===== src/include/abc_defs.vh =====
/*
  Constants of the address break comparator: register indices, field
  positions, reset values, mode codes and bus answer codes.
  Assumes inclusion by bare name from the design files.
*/
`ifndef ABC_DEFS_VH
`define ABC_DEFS_VH

// register indices, byte address is four times the index
`define ABC_IDX_CTRL 18'h0f096
`define ABC_IDX_STAT 18'h0f097
`define ABC_IDX_ADDR 18'h0f098
`define ABC_IDX_DATA 18'h0f09a
`define ABC_IDX_IRQ_STAT 18'h0f0a0
`define ABC_IDX_IRQ_MASK 18'h0f0a1

// control field positions
`define ABC_CTRL_RTE 7
`define ABC_CSEL_HI 6
`define ABC_CSEL_LO 5
`define ABC_ACMP_HI 4
`define ABC_ACMP_LO 2
`define ABC_DCMP_HI 1
`define ABC_DCMP_LO 0

// status field positions
`define ABC_STAT_FLAG 7
`define ABC_STAT_EN 6

// interrupt status and mask bit
`define ABC_IRQ_BREAK 0

// reset values
`define ABC_CTRL_RST 8'h00
`define ABC_ADDR_RST 16'h0000
`define ABC_DATA_RST 16'h0000
`define ABC_MASK_RST 1'b0

// condition select codes
`define ABC_CSEL_EXEC 2'b00
`define ABC_CSEL_READ 2'b01
`define ABC_CSEL_WRITE 2'b10
`define ABC_CSEL_ANY 2'b11

// address compare codes
`define ABC_ACMP_FULL 3'b000
`define ABC_ACMP_NO0 3'b001
`define ABC_ACMP_NO4 3'b010
`define ABC_ACMP_NO8 3'b011

// data compare codes
`define ABC_DCMP_NONE 2'b00
`define ABC_DCMP_LOW 2'b01
`define ABC_DCMP_HIGH 2'b10
`define ABC_DCMP_WORD 2'b11

// bus answers
`define ABC_RESP_OKAY 2'b00
`define ABC_RESP_SLVERR 2'b10

`endif


===== src/verilog/abc_matcher.v =====
/*
  Address and data comparator of the break unit.
  Assumes the bus values and settings come from the same clock domain;
  purely combinational, the caller registers the result.
*/
`timescale 1ns/1ns
`default_nettype none
`include "abc_defs.vh"

module abc_matcher (
  // watched bus
  input wire [15:0] cpu_addr,
  input wire [15:0] cpu_data,
  input wire cpu_byte,
  // settings
  input wire [15:0] cmp_addr,
  input wire [15:0] cmp_data,
  input wire [2:0] addr_mode,
  input wire [1:0] data_mode,
  // results
  output wire addr_hit,
  output wire data_hit
);

  reg [4:0] ignore_low;
  wire [15:0] addr_care;
  wire upper_eq;
  wire lower_eq;
  reg next_data_hit;

  // number of low address bits left out of the compare
  always @* begin
    case (addr_mode)
      `ABC_ACMP_FULL: ignore_low = 5'd0;
      `ABC_ACMP_NO0: ignore_low = 5'd1;
      `ABC_ACMP_NO4: ignore_low = 5'd4;
      `ABC_ACMP_NO8: ignore_low = 5'd8;
      default: ignore_low = 5'd0;
    endcase
  end

  // per bit care mask, full compare when nothing ignored
  genvar i;
  generate
    for (i = 0; i < 16; i = i + 1) begin : g_care
      assign addr_care[i] = (i >= ignore_low);
    end
  endgenerate

  // upper register byte against upper bus half, lower against lower
  assign addr_hit = ((cpu_addr ^ cmp_addr) & addr_care) == 16'h0000;
  assign upper_eq = cpu_data[15:8] == cmp_data[15:8];
  assign lower_eq = cpu_data[7:0] == cmp_data[7:0];

  // data compare by mode; byte data rides the upper lines
  always @* begin
    case (data_mode)
      `ABC_DCMP_NONE: next_data_hit = 1'b1;
      `ABC_DCMP_LOW: next_data_hit = cpu_byte ? upper_eq : lower_eq;
      `ABC_DCMP_HIGH: next_data_hit = upper_eq;
      `ABC_DCMP_WORD: next_data_hit = cpu_byte ? upper_eq : (upper_eq & lower_eq);
      default: next_data_hit = 1'b1;
    endcase
  end
  assign data_hit = next_data_hit;

endmodule
`default_nettype wire


===== src/verilog/abc_break_unit.v =====
/*
  Address break comparator with an AXI4-Lite register slave.
  Watches the core's address and data buses and raises a break
  interrupt request. Assumes the core bus signals and the register bus
  run on ref_clk; no synchronisers are needed for them.
*/
// Decided for this implementation: the AXI4-Lite interface to the registers.
// Summary of operation
// - in execution mode the event fires only after the matching instruction finishes.
// - a 16-bit compare address is matched against the internal address bus.
// - upper address byte gives upper compare half, lower byte the lower half.
// - upper data byte compares bus bits 15..8, lower byte bits 7..0.
// - byte data travels on the upper eight lines; software uses the upper byte.
// - status holds the break flag and its interrupt enable.
// - control bit 7 set leaves an interrupt right after return unmasked.
// - condition field 00 at bits 6..5 picks instruction execution, no data compare.
// - address field at bits 4..2; 000 means full 16-bit compare.
// - data field at bits 1..0; 00 disables data compare.
// - flag bit 7 sets on the condition, clears by writing 0 after reading 1.
// - status bit 6 set permits break interrupt requests.
`timescale 1ns/1ns
`default_nettype none
`include "abc_defs.vh"

module abc_break_unit #(
  parameter AXI_ADDR_W = 20
) (
  // clock and reset
  input wire ref_clk,
  input wire rstn,
  // axi4-lite write address
  input wire s_axi_awvalid,
  output wire s_axi_awready,
  input wire [AXI_ADDR_W-1:0] s_axi_awaddr,
  input wire [2:0] s_axi_awprot,
  // axi4-lite write data
  input wire s_axi_wvalid,
  output wire s_axi_wready,
  input wire [31:0] s_axi_wdata,
  input wire [3:0] s_axi_wstrb,
  // axi4-lite write response
  output reg s_axi_bvalid,
  input wire s_axi_bready,
  output reg [1:0] s_axi_bresp,
  // axi4-lite read address
  input wire s_axi_arvalid,
  output wire s_axi_arready,
  input wire [AXI_ADDR_W-1:0] s_axi_araddr,
  input wire [2:0] s_axi_arprot,
  // axi4-lite read data
  output reg s_axi_rvalid,
  input wire s_axi_rready,
  output reg [31:0] s_axi_rdata,
  output reg [1:0] s_axi_rresp,
  // watched core bus
  input wire [15:0] cpu_addr,
  input wire [15:0] cpu_data,
  input wire cpu_insn_start,
  input wire cpu_insn_done,
  input wire cpu_access,
  input wire cpu_write,
  input wire cpu_byte,
  input wire cpu_rte_done,
  // interrupt outputs
  output wire break_irq,
  output wire return_interrupt_unmask,
  output wire irq
);

  // register state
  reg [7:0] break_condition_control;
  reg break_event_flag;
  reg break_event_enable;
  reg [15:0] break_compare_address;
  reg [15:0] break_compare_data;
  reg irq_status;
  reg irq_mask;
  reg flag_seen_set;

  // write channel holding state
  reg aw_held;
  reg w_held;
  reg [AXI_ADDR_W-1:0] wr_addr;
  reg [31:0] wr_data;
  reg [3:0] wr_strb;

  // break detection state
  reg exec_armed;
  reg after_rte;

  // decoded fields and helpers
  wire [1:0] cond_sel;
  wire [2:0] addr_mode;
  wire [1:0] data_mode;
  wire addr_hit;
  wire data_hit;
  wire do_write;
  wire ar_take;
  wire [17:0] wr_idx;
  wire [17:0] rd_idx;
  wire access_kind_ok;
  wire break_event;
  wire exec_event;
  wire data_event;
  wire wr_ctrl;
  wire wr_stat;
  wire wr_addr_reg;
  wire wr_data_reg;
  wire wr_irq_stat;
  wire wr_irq_mask;
  wire wr_hit;
  wire flag_clear;
  reg [31:0] next_rdata;
  reg next_rd_hit;

  // control fields
  assign cond_sel = break_condition_control[`ABC_CSEL_HI:`ABC_CSEL_LO];
  assign addr_mode = break_condition_control[`ABC_ACMP_HI:`ABC_ACMP_LO];
  assign data_mode = break_condition_control[`ABC_DCMP_HI:`ABC_DCMP_LO];
  assign return_interrupt_unmask = break_condition_control[`ABC_CTRL_RTE];

  // address and data comparator
  abc_matcher u_matcher (
    .cpu_addr(cpu_addr),
    .cpu_data(cpu_data),
    .cpu_byte(cpu_byte),
    .cmp_addr(break_compare_address),
    .cmp_data(break_compare_data),
    .addr_mode(addr_mode),
    .data_mode(data_mode),
    .addr_hit(addr_hit),
    .data_hit(data_hit)
  );

  // execution break: arm on fetch of the first byte, fire on completion
  assign exec_event = (cond_sel == `ABC_CSEL_EXEC) & cpu_insn_done & exec_armed;

  always @(posedge ref_clk) begin
    if (!rstn) begin
      exec_armed <= 1'b0;
    end else if (cond_sel != `ABC_CSEL_EXEC) begin
      exec_armed <= 1'b0;
    end else if (cpu_insn_start) begin
      exec_armed <= addr_hit;
    end else if (cpu_insn_done) begin
      exec_armed <= 1'b0;
    end
  end

  // data access break: read, write or either, plus optional data compare
  assign access_kind_ok = (cond_sel == `ABC_CSEL_ANY) |
                          ((cond_sel == `ABC_CSEL_READ) & ~cpu_write) |
                          ((cond_sel == `ABC_CSEL_WRITE) & cpu_write);
  assign data_event = (cond_sel != `ABC_CSEL_EXEC) & cpu_access & access_kind_ok &
                      addr_hit & data_hit;
  assign break_event = exec_event | data_event;

  // one cycle window right after a return from exception
  always @(posedge ref_clk) begin
    if (!rstn) begin
      after_rte <= 1'b0;
    end else begin
      after_rte <= cpu_rte_done;
    end
  end

  // request while flag and enable are set, held off right after return unless control bit 7 is set
  assign break_irq = break_event_flag & break_event_enable &
                     ~(after_rte & ~return_interrupt_unmask);

  // summary interrupt from sticky status and mask
  assign irq = irq_status & irq_mask;

  // write channel handshakes, address and data in either order
  assign s_axi_awready = ~aw_held;
  assign s_axi_wready = ~w_held;
  assign do_write = aw_held & w_held & ~s_axi_bvalid;

  always @(posedge ref_clk) begin
    if (!rstn) begin
      aw_held <= 1'b0;
      w_held <= 1'b0;
      wr_addr <= {AXI_ADDR_W{1'b0}};
      wr_data <= 32'h00000000;
      wr_strb <= 4'h0;
    end else begin
      if (s_axi_awvalid && !aw_held) begin
        aw_held <= 1'b1;
        wr_addr <= s_axi_awaddr;
      end else if (do_write) begin
        aw_held <= 1'b0;
      end
      if (s_axi_wvalid && !w_held) begin
        w_held <= 1'b1;
        wr_data <= s_axi_wdata;
        wr_strb <= s_axi_wstrb;
      end else if (do_write) begin
        w_held <= 1'b0;
      end
    end
  end

  // write decode
  assign wr_idx = wr_addr[19:2];
  assign wr_ctrl = wr_idx == `ABC_IDX_CTRL;
  assign wr_stat = wr_idx == `ABC_IDX_STAT;
  assign wr_addr_reg = wr_idx == `ABC_IDX_ADDR;
  assign wr_data_reg = wr_idx == `ABC_IDX_DATA;
  assign wr_irq_stat = wr_idx == `ABC_IDX_IRQ_STAT;
  assign wr_irq_mask = wr_idx == `ABC_IDX_IRQ_MASK;
  assign wr_hit = wr_ctrl | wr_stat | wr_addr_reg | wr_data_reg | wr_irq_stat | wr_irq_mask;

  // write response, error on unmapped address
  always @(posedge ref_clk) begin
    if (!rstn) begin
      s_axi_bvalid <= 1'b0;
      s_axi_bresp <= `ABC_RESP_OKAY;
    end else if (do_write) begin
      s_axi_bvalid <= 1'b1;
      s_axi_bresp <= wr_hit ? `ABC_RESP_OKAY : `ABC_RESP_SLVERR;
    end else if (s_axi_bready) begin
      s_axi_bvalid <= 1'b0;
    end
  end

  // control, compare address and compare data registers
  always @(posedge ref_clk) begin
    if (!rstn) begin
      break_condition_control <= `ABC_CTRL_RST;
      break_compare_address <= `ABC_ADDR_RST;
      break_compare_data <= `ABC_DATA_RST;
      irq_mask <= `ABC_MASK_RST;
    end else if (do_write) begin
      if (wr_ctrl && wr_strb[0]) begin
        break_condition_control <= wr_data[7:0];
      end
      if (wr_addr_reg && wr_strb[0]) begin
        break_compare_address[7:0] <= wr_data[7:0];
      end
      if (wr_addr_reg && wr_strb[1]) begin
        break_compare_address[15:8] <= wr_data[15:8];
      end
      if (wr_data_reg && wr_strb[0]) begin
        break_compare_data[7:0] <= wr_data[7:0];
      end
      if (wr_data_reg && wr_strb[1]) begin
        break_compare_data[15:8] <= wr_data[15:8];
      end
      if (wr_irq_mask && wr_strb[0]) begin
        irq_mask <= wr_data[`ABC_IRQ_BREAK];
      end
    end
  end

  // a zero written to the flag clears it only after it was read as one
  assign flag_clear = do_write & wr_stat & wr_strb[0] & ~wr_data[`ABC_STAT_FLAG] & flag_seen_set;

  // status flag and enable; a new event beats a clear
  always @(posedge ref_clk) begin
    if (!rstn) begin
      break_event_flag <= 1'b0;
      break_event_enable <= 1'b0;
      flag_seen_set <= 1'b0;
    end else begin
      if (break_event) begin
        break_event_flag <= 1'b1;
      end else if (flag_clear) begin
        break_event_flag <= 1'b0;
      end
      if (do_write && wr_stat && wr_strb[0]) begin
        break_event_enable <= wr_data[`ABC_STAT_EN];
      end
      if (flag_clear || !break_event_flag) begin
        flag_seen_set <= 1'b0;
      end else if (ar_take && rd_idx == `ABC_IDX_STAT) begin
        flag_seen_set <= 1'b1;
      end
    end
  end

  // sticky event status, write one to clear, set wins
  always @(posedge ref_clk) begin
    if (!rstn) begin
      irq_status <= 1'b0;
    end else if (break_event) begin
      irq_status <= 1'b1;
    end else if (do_write && wr_irq_stat && wr_strb[0] && wr_data[`ABC_IRQ_BREAK]) begin
      irq_status <= 1'b0;
    end
  end

  // read channel, one read under way at a time
  assign s_axi_arready = ~s_axi_rvalid;
  assign ar_take = s_axi_arvalid & ~s_axi_rvalid;
  assign rd_idx = s_axi_araddr[19:2];

  // read mux, unused bits read as zero
  always @* begin
    next_rdata = 32'h00000000;
    next_rd_hit = 1'b1;
    case (rd_idx)
      `ABC_IDX_CTRL: next_rdata[7:0] = break_condition_control;
      `ABC_IDX_STAT: begin
        next_rdata[`ABC_STAT_FLAG] = break_event_flag;
        next_rdata[`ABC_STAT_EN] = break_event_enable;
      end
      `ABC_IDX_ADDR: next_rdata[15:0] = break_compare_address;
      `ABC_IDX_DATA: next_rdata[15:0] = break_compare_data;
      `ABC_IDX_IRQ_STAT: next_rdata[`ABC_IRQ_BREAK] = irq_status;
      `ABC_IDX_IRQ_MASK: next_rdata[`ABC_IRQ_BREAK] = irq_mask;
      default: next_rd_hit = 1'b0;
    endcase
  end

  // read answer one cycle after the address is taken
  always @(posedge ref_clk) begin
    if (!rstn) begin
      s_axi_rvalid <= 1'b0;
      s_axi_rdata <= 32'h00000000;
      s_axi_rresp <= `ABC_RESP_OKAY;
    end else if (ar_take) begin
      s_axi_rvalid <= 1'b1;
      s_axi_rdata <= next_rdata;
      s_axi_rresp <= next_rd_hit ? `ABC_RESP_OKAY : `ABC_RESP_SLVERR;
    end else if (s_axi_rready) begin
      s_axi_rvalid <= 1'b0;
    end
  end

endmodule
`default_nettype wire


===== config.mk =====
export PLATFORM = sky130hd
export DESIGN_NAME = abc_break_unit
export DESIGN_NICKNAME = d
export VERILOG_FILES = /design/src/verilog/abc_matcher.v /design/src/verilog/abc_break_unit.v
export VERILOG_INCLUDE_DIRS = /design/src /design/src/include
export SDC_FILE = /design/constraint.sdc
export NUM_CORES = 1
export LEC_CHECK = 0
export ABC_CLOCK_PERIOD_IN_PS = 6150
export BUFFER_PORTS_ARGS = -buffer_cell sky130_fd_sc_hd__buf_2
export CORE_UTILIZATION = 46
export CTS_BUF_LIST = sky130_fd_sc_hd__clkbuf_8
export DETAILED_ROUTE_END_ITERATION = 6
export PLACE_DENSITY_LB_ADDON = 0.2
export SYNTH_ARGS = -nofsm -noshare
export SYNTH_HDL_FRONTEND = slang
export SYNTH_SLANG_ARGS = --single-unit

===== constraint.sdc =====
create_clock -name ref_clk -period 6.15 [get_ports ref_clk]
set_clock_uncertainty 0.05 [all_clocks]
set_input_delay 1.845 -clock ref_clk [delete_from_list [all_inputs] [get_ports ref_clk]]
set_output_delay 1.845 -clock ref_clk [all_outputs]
set_load 0.05 [all_outputs]

Yosys cells after proc, flatten, opt, wreduce, memory -nomap -nowiden
Index checks and enable logic that the tools add are counted.
- register bits after elaboration: 109
- bits of input ports: 127
- output and inout bits: 44
- word-level logic and storage cells: 162
- magnitude comparators: 16
- eq/ne operators: 23
- mux-type cells: 24
- bitwise operators: 39
- reductions and logical operators: 38
- operators with widths (operator ; number):
    $eq A18 B16 Y1 const B ; 12
    $ge A4 B4 Y1 const A ; 8
    $and A1 B1 Y1 ; 20
    $and A16 B16 Y16 ; 1
    $eq A8 B8 Y1 ; 2
    $ge A3 B4 Y1 const A ; 4
    $logic_not A16 Y1 ; 1
    $mux W1 ; 16
    $pmux W8 S2 ; 1
    $reduce_bool A2 Y1 ; 8
    $xor A16 B16 Y16 ; 1
    $pmux W5 S3 ; 1
    $logic_and A1 B1 Y1 ; 14
    $pmux W4 S3 ; 1
    $reduce_and A2 Y1 ; 6
    $not A1 Y1 ; 9
    $eq A2 B2 Y1 const B ; 4
    $ge A1 B4 Y1 const A ; 2
    $ge A2 B4 Y1 const A ; 2
    $or A1 B1 Y1 ; 8
    $pmux W2 S4 ; 1
    $eq A3 B2 Y1 const B ; 2
    $reduce_or A6 Y1 ; 1
    $pmux W1 S5 ; 1
    other kinds (8) ; 14

Longest topological paths before layout
Gate-level depths: netlist (run 1).
- depth in word-level cells: 9
- depth in mapped cells: 7
- depth with buffers taken out: 6

Cells and area by module
Synthesis (run 1) repeated with hierarchy kept, for this count alone.
- cell total of the unflattened synthesis: 579
- area total of the unflattened synthesis: 4941.0 um2
- by module, submodules not included (module ; times used ; cells each ; area an instance (um2)):
    abc_break_unit ; 1 ; 529 ; 4549.4
    abc_matcher ; 1 ; 50 ; 391.6

Worst setup path before layout (run 1)
Ideal clock, no wire load.
- path kind: input-to-reg
- start: input port s_axi_araddr[11]
- end: register s_axi_rdata[13]
- arrival time: 3291 ps
- data required time: 6034 ps
- slack: 2744 ps
- cell stages on the path: 7
- cells stage by stage: or4_1 nor3_2 nand3_1 buf_2 nor3_1 a21oi_1 nor2b_1
- longest elaborated chain between the ends: 2
- elaborated cells between the ends (all ways): 3
- those cells by class: 2 x eq/ne; 1 x mux
- ends and longest elaborated chain (what ; line ; text):
    from (decl) ; abc_break_unit.v:48 ; input wire [AXI_ADDR_W-1:0] s_axi_araddr,
    $eq A18 B16 Y1 ; abc_break_unit.v:301 ; case (rd_idx)
    $pmux W8 S2 (*) ; abc_break_unit.v:301 ;
    to (signal assigned) ; abc_break_unit.v:323 ; s_axi_rdata <= next_rdata;
    to (decl) ; abc_break_unit.v:53 ; output reg [31:0] s_axi_rdata,
Mark *: on every way between the ends. The rest lies on a longest branch, timed or not.
A chain may end at the register's enable or synchronous reset.

Worst setup path in the final report (run 1)
- start: input port s_axi_araddr[11]
- end: register s_axi_rdata[9]
Same word-level chain as after synthesis.

==> results of run 1 <==
## logic make-up (layout without fill, tap and decap cells)
logic type,Yosys count,count (layout),share of synthesized area [%]
AND/OR/NAND/NOR,236,236,25.92
flip-flops,105,105,41.09
AO/OA/AOI/OAI,84,84,10.71
multiplexers,60,60,11.79
buffers and inverters,46,147,4.940
XOR/XNOR,32,32,5.478
other,1,19,0.07330
## power breakdown
group	total (W)	internal, W	switching (W)
combinational	0.000153	0.0000568	0.0000959
sequential	0.000714	0.000697	0.0000177
clock	0.000471	0.000238	0.000233
## layout by cell type, fill, tap and decap left out, drive strengths merged, types with 2 or more instances in the layout
master and n:
a31o 2, nand4 9, clkbuf 10, xnor2 8, a21oi 21, inv 8
o21ai 15, nor4b 4, bufinv 2, nor3b 2, nand2 93, a31oi 2
nand2b 6, xor2 24, a21boi 38, and3 6, and2 2, nand3 7
nor3 15, conb 18, dfxtp 105, buf 126, nor2b 58, nor2 20
and2b 2, mux2i 58, mux2 2, nor4 8
## tightest hold or removal path, delay by kind of cell, from the launching register on
kind	cells	cell delay [ns]
DFF	1	0.32
AOI/OAI and AO/OA	1	0.05
and+or+nand+nor	1	0.05
## stage by stage
step	total power [W]	hold slack [ns]	util, %	cells	instance area, um^2
floorplan	0.0008373	0.3891	-	581	5180
global placement	0.0008801	0.3859	53.14	807	5761
detailed placement	0.0008839	0.3901	53.14	807	5761
CTS	0.001353	0.4031	55.15	822	5978
global route	0.001398	0.4287	55.15	822	5978
finish	0.001338	0.4017	55.17	823	5981
## per-layer routing
| layer | part of all wire, % | vias up |
|---|---|---|
| met5 | 0 | - |
| met4 | 1.8 | 0 |
| met3 | 6.3 | 15 |
| met2 | 45 | 134 |
| met1 | 47 | 1874 |
| li1 | - | 2108 |
## worst paths after layout
| check | slack (ns) | cells after the start | to |
|---|---|---|---|
| setup / recovery | 2.65 | 7 | s_axi_rdata[9] |
| hold reg to reg | 0.40 | 2 | s_axi_rdata[6] |
| hold / removal | 0.40 | 2 | s_axi_rdata[6] |
| setup reg to reg | 4.03 | 6 | break_compare_data[13] |
## final cells by class
type,instances,area (um^2)
clock inverter,5,80.08
multi-input combinational,430,2825
tap,140,175.2
antenna,1,2.502
timing repair buffer,126,635.6
clock buffer,10,137.6
sequential,105,2102
inverter,6,22.52
fill,1035,4860
==> metrics.md, run 1 <==
| Metric | Value |
|---|---|
| Result of the run | complete, but fails checks |
| Failing checks | DRC |
| Final weighted congestion in routability-driven placement | 0.8534 |
| Cells along the critical path | buf_2, or4_1, nor3_2, nand3_1, nor3_1, a21oi_1, nor2b_1 |
| Startpoint of the most critical setup path | s_axi_araddr[11] |
| Routed WL | 11600 um |
| Sequential element share of the synthesized area | 41.09% |
| Clock period minus worst slack | 3.499 ns |
| Max FFs per register | 18 |
| Pin slew with the least headroom to its limit | 1.104 ns |
| Antenna violations before repair | 1 |
| Synth top cells by count | 105 x dfxtp_1, 93 x nand2_1, 58 x mux2i_1, 58 x nor2b_1, 38 x a21boi_0 |
| First-pass GRT wire length | 18750 um |
| Count of port buffers added during placement | 124 |
| Global route overflow | 0 |
| Detailed placer's ending HPWL | 8772 um |
| Antenna violation net count after detailed routing | 0 |
| Largest cells by area after synthesis | dfxtp_1 41%, mux2i_1 11%, nor2b_1 7.1%, nand2_1 6.8%, a21boi_0 5.6% |
| Power density normalized to cell area | 223.7 nW/um^2 |
| Upper clock frequency limit | 285.8 MHz |
| Setup CP Type | input port to register |
| CORE AREA | 10840 um^2 |
| Effective utilization at floorplan | 47.20% |
| Number of clock sinks | 105 |
| Slowest stage delay, CP | 0.59 ns |
| Count of warnings emitted by yosys | 0 |
| WP data required | 6.41 ns |
| CTS Hold Bufs | 0 |
| Number of enable flip-flop cells after synthesis | 0 |
| H-tree depth | 3 |
| Final hold violation count | 0 |
| Largest net degree at the start of global routing | 95 |
| Post-synthesis cell type with the largest combined area | dfxtp_1 |
| Flip-flop and latch count after synthesis | 105 |
| Number of pins exceeding their max-slew limit in the final report | 0 |
| Number of nets in the layout | 805 |
| Leading cell type by number of instances after synthesis | dfxtp_1 |
| Die Area | 11550 um^2 |
| Unrepaired setup endpoints after global routing | false |
| Detailed router's first-iteration violation count | 169 |
| TritonCTS clock tree | yes |
| Worst EP arrival | 3.76 ns |
| Total negative slack for setup checks | 0 ns |
| Resized cells post-CTS | 0 |
| Routing layer with the top usage in global route | met2 |
| Asr flop ratio synth | 0% |
| Number of optimization iterations in the first detailed-route pass | 6 |
| Wire length per cell after detailed routing | 14.09 um |
| Chip Height | 107.5 um |
| Primary flip-flop cell chosen by synthesis mapping | dfxtp_1 |
| Vias in the first global route | 3773 |
| Clock tree root buffer cell | clkbuf_8 |
| Total via count after detailed routing | 4131 |
| Post-place setup slack | 2.267 ns |
| Relative slew slack | 26.28% |
| Post-synth top area share | 41.09% |
| Count of unique library cells instantiated by Yosys | 50 |
| Residual DRC | 2 |
| Area delta synth->final | 16.90% |
| Critical path's top delay family | simple AND/OR/NAND/NOR gates |
| Max-cap violations | 0 |
| Post-CTS setup repair buffer count | 0 |
| Global routing usage on met3 | 3.450% |
| CP max FO | 15 |
| Launch instance of the worst register-to-register path | wr_addr[10] |
| Hold path start | s_axi_rdata[6] |
| Layout cell share with drive strength beyond 1 | 23.31% |
| Mean instance size in the synthesized netlist | 9.071 um^2 |
| Horizontal die dimension | 107.5 um |
| Worst setup EP type | register |
| Period utilisation layout | 56.90% |
| Overall global routing resource usage | 20.95% |
| Site Rows | 38 |
| Setup Viol. Count Final | 0 |
| Leakage component of the power | 2.396 nW |
| VDD IR-drop max | 0.0001305 V |
| Cell count after synthesis | 564 |
| Met1 global-route usage | 29.05% |
| Setup slack of the critical path after layout | 2.651 ns |
| Hold Crit Class | register to register |
| Clock Tree Buf Depth | 2 |
| Worst path bufs/invs | 1 |
| Cell type of the slowest stage on the worst timing path | or4_1 |
| GR Layer Usage met2 | 32.76% |
| Critical Path Start Type | input port |
| I/O Pins | 171 |
| Clock slew at reported path FFs | 0.10 ns |
| Clk Latency, worst-skew pair | 0.37 ns |
| Ratio of routed vias to standard cells | 5.019 |
| Combined area of all synthesized cells | 5116 um^2 |
| CTS buffer count | 9 |
No activity file was read; power rests on OpenSTA's default activity.
==> run 2: changes to the inputs <==
--- a/config.mk
+++ b/config.mk
@@ -6,7 +6,7 @@
 export SDC_FILE = /design/constraint.sdc
 export NUM_CORES = 1
 export LEC_CHECK = 0
-export ABC_CLOCK_PERIOD_IN_PS = 6150
+export ABC_CLOCK_PERIOD_IN_PS = 3500
 export BUFFER_PORTS_ARGS = -buffer_cell sky130_fd_sc_hd__buf_2
 export CORE_UTILIZATION = 46
 export CTS_BUF_LIST = sky130_fd_sc_hd__clkbuf_8
==> constraint.sdc (replaced) <==
create_clock -name ref_clk -period 3.5 [get_ports ref_clk]
set_clock_uncertainty 0.05 [all_clocks]
set_input_delay 1.05 -clock ref_clk [delete_from_list [all_inputs] [get_ports ref_clk]]
set_output_delay 1.05 -clock ref_clk [all_outputs]
set_load 0.05 [all_outputs]
==> metrics.md, run 2 (synthesis results as in run 1) <==
| Metric | Value |
|---|---|
| Site Rows | 38 (unchanged) |
| Horizontal die dimension | 107.5 um (unchanged) |
| Ratio of routed vias to standard cells | 5.076 (+1.1%) |
| Overall global routing resource usage | 21.33% (+0.38 points) |
| Pin slew with the least headroom to its limit | 0.8051 ns (-0.2984 ns) |
| Upper clock frequency limit | 409.1 MHz |
| Post-Place Cells | 810 (+0.37%) |
| Relative slew slack | 45.92% (+20 points) |
| Total negative slack for setup checks | 0 ns (unchanged) |
| Clock slew at reported path FFs | 0.10 ns (about the same) |
| Global route overflow | 0 (unchanged) |
| Antenna violation net count after detailed routing | 0 (unchanged) |
| CORE AREA | 10840 um^2 (unchanged) |
| Commonest non-fill, non-tap cells in the layout | 124 x buf_2, 105 x dfxtp_1, 93 x nand2_1 |
| Max-cap violations | 0 (unchanged) |
| Startpoint of the most critical setup path | s_axi_araddr[11] |
| Leakage component of the power | 2.414 nW (+0.73%) |
| I/O Pins | 171 (unchanged) |
| VDD IR-drop max | 0.0001961 V (+50%) |
| Post-CTS setup repair buffer count | 0 (unchanged) |
| Launch instance of the worst register-to-register path | wr_addr[10] |
| Layout cell share with drive strength beyond 1 | 23.91% (+0.59 points) |
| Final hold violation count | 0 (unchanged) |
| Cells along the critical path | buf_2, or4_1, nor3_2, and3_1, and2b_1, a21oi_1, o21ai_0 |
| Length in cells of the worst reg-to-reg path | 6 (unchanged) |
| Cell type of the slowest stage on the worst timing path | or4_1 |
| Detailed placer's ending HPWL | 8890 um (+1.3%) |
| Clock tree root buffer cell | clkbuf_8 |
| Slowest stage delay, CP | 0.59 ns (about the same) |
| H-tree depth | 3 (unchanged) |
| Area delta synth->final | 17.29% |
| Clock period minus worst slack | 2.444 ns |
| Number of pins exceeding their max-slew limit in the final report | 0 (unchanged) |
| Residual DRC | 0 (-2) |
| Resized cells post-CTS | 0 (unchanged) |
| Vias in the first global route | 3879 (+2.8%) |
| Effective utilization at floorplan | 47.20% (unchanged) |
| Number of optimization iterations in the first detailed-route pass | 4 (-2) |
| Unrepaired setup endpoints after global routing | false |
| Period utilisation layout | 69.84% |
| Post-Route Hold Slack | 0.4031 ns (+0.001357 ns) |
| Clock Tree Buf Depth | 2 (unchanged) |
| Count of port buffers added during placement | 124 (unchanged) |
| Number of nets in the layout | 808 (+0.37%) |
| CP max FO | 5 (-10) |
| Antenna violations before repair | 0 (-1) |
| Setup CP Type | input port to register |
| Cells on Worst Hold Path | 2 (unchanged) |
| Worst setup EP type | register |
| Total Power | 0.002308 W (+72%) |
| First-pass GRT wire length | 19180 um (+2.2%) |
| TritonCTS clock tree | yes |
| Total via count after detailed routing | 4193 (+1.5%) |
| CTS buffer count | 9 (unchanged) |
| Number of clock sinks | 105 (unchanged) |
| Detailed router's first-iteration violation count | 100 (-41%) |
| CTS Hold Bufs | 0 (unchanged) |
| Result of the run | completed |
| Number of antenna cells inserted | 0 (-1) |
| Wire length per cell after detailed routing | 14.30 um (+1.4%) |
| WP data required | 3.75 ns (-2.66 ns) |
| Largest net degree at the start of global routing | 61 (-36%) |
| Count of placed standard cells in the final layout, fillers left out | 826 (+0.36%) |
| Max FFs per register | 18 (unchanged) |
| Commonest non-fill, non-tap cell in the layout | buf_2 |
| Die Area | 11550 um^2 (unchanged) |
| Clk Latency, worst-skew pair | 0.37 ns (about the same) |
| Hold path start | s_axi_rdata[7] |
| Setup Viol. Count Final | 0 (unchanged) |
| Worst EP arrival | 2.70 ns (-1.06 ns) |
| Routed WL | 11810 um (+1.8%) |
| Power density normalized to cell area | 384.7 nW/um^2 (+72%) |
| Critical Path Start Type | input port |
| Chip Height | 107.5 um (unchanged) |
| Hold Crit Class | register to register |
| Final weighted congestion in routability-driven placement | 0.8756 (+2.6%) |
[run 2: worst paths after layout]
check	slack, ns	end
setup / recovery	1.06	s_axi_rdata[2]
hold / removal	0.40	s_axi_rdata[7]
setup reg to reg	1.35	break_compare_address[14]
hold reg to reg	0.40	s_axi_rdata[7]
[run 2: metal layers]
layer	track usage (%)	wire [um]
met4	8.317	216
met2	35.35	5280
met5	0	0
met1	28.08	5782
met3	2.845	529
[run 2: area by class of cell]
class	instances	area, um^2
well taps	140	175.2
clock buffers	11	151.4
clock inverters	5	53.80
flip-flops and latches	105	2102
multi-input cells	430	2825
repair buffers	129	670.6
inverters	6	22.52
fillers	1020	4840
[run 2: where the power goes]
part / total (W) / switching [W] / internal (W)
logic: 0.000273 / 0.000171 / 0.000103
registers: 0.00125 / 0.0000305 / 0.00122
clock network: 0.000780 / 0.000412 / 0.000368
total: 0.00231 / 0.000614 / 0.00169
[run 2: worst max-delay path, delay by kind of cell]
kind / cells / cell delay (ns)
buf+inv: 1 / 0.10
compound gates: 2 / 0.22
simple gates: 4 / 1.33
[run 2: through the flow]
| stage | setup WS [ns] | util (%) | area (um^2) |
|---|---|---|---|
| 2_1_floorplan | 0.8886 | - | 5180 |
| 3_3_place_gp | 0.6930 | 53.46 | 5796 |
| 4_1_cts | 1.052 | 55.36 | 6001 |
| 6_report | 1.056 | 55.36 | 6001 |
| 5_1_grt | 0.9024 | 55.36 | 6001 |
| 3_5_place_dp | 0.6783 | 53.46 | 5796 |
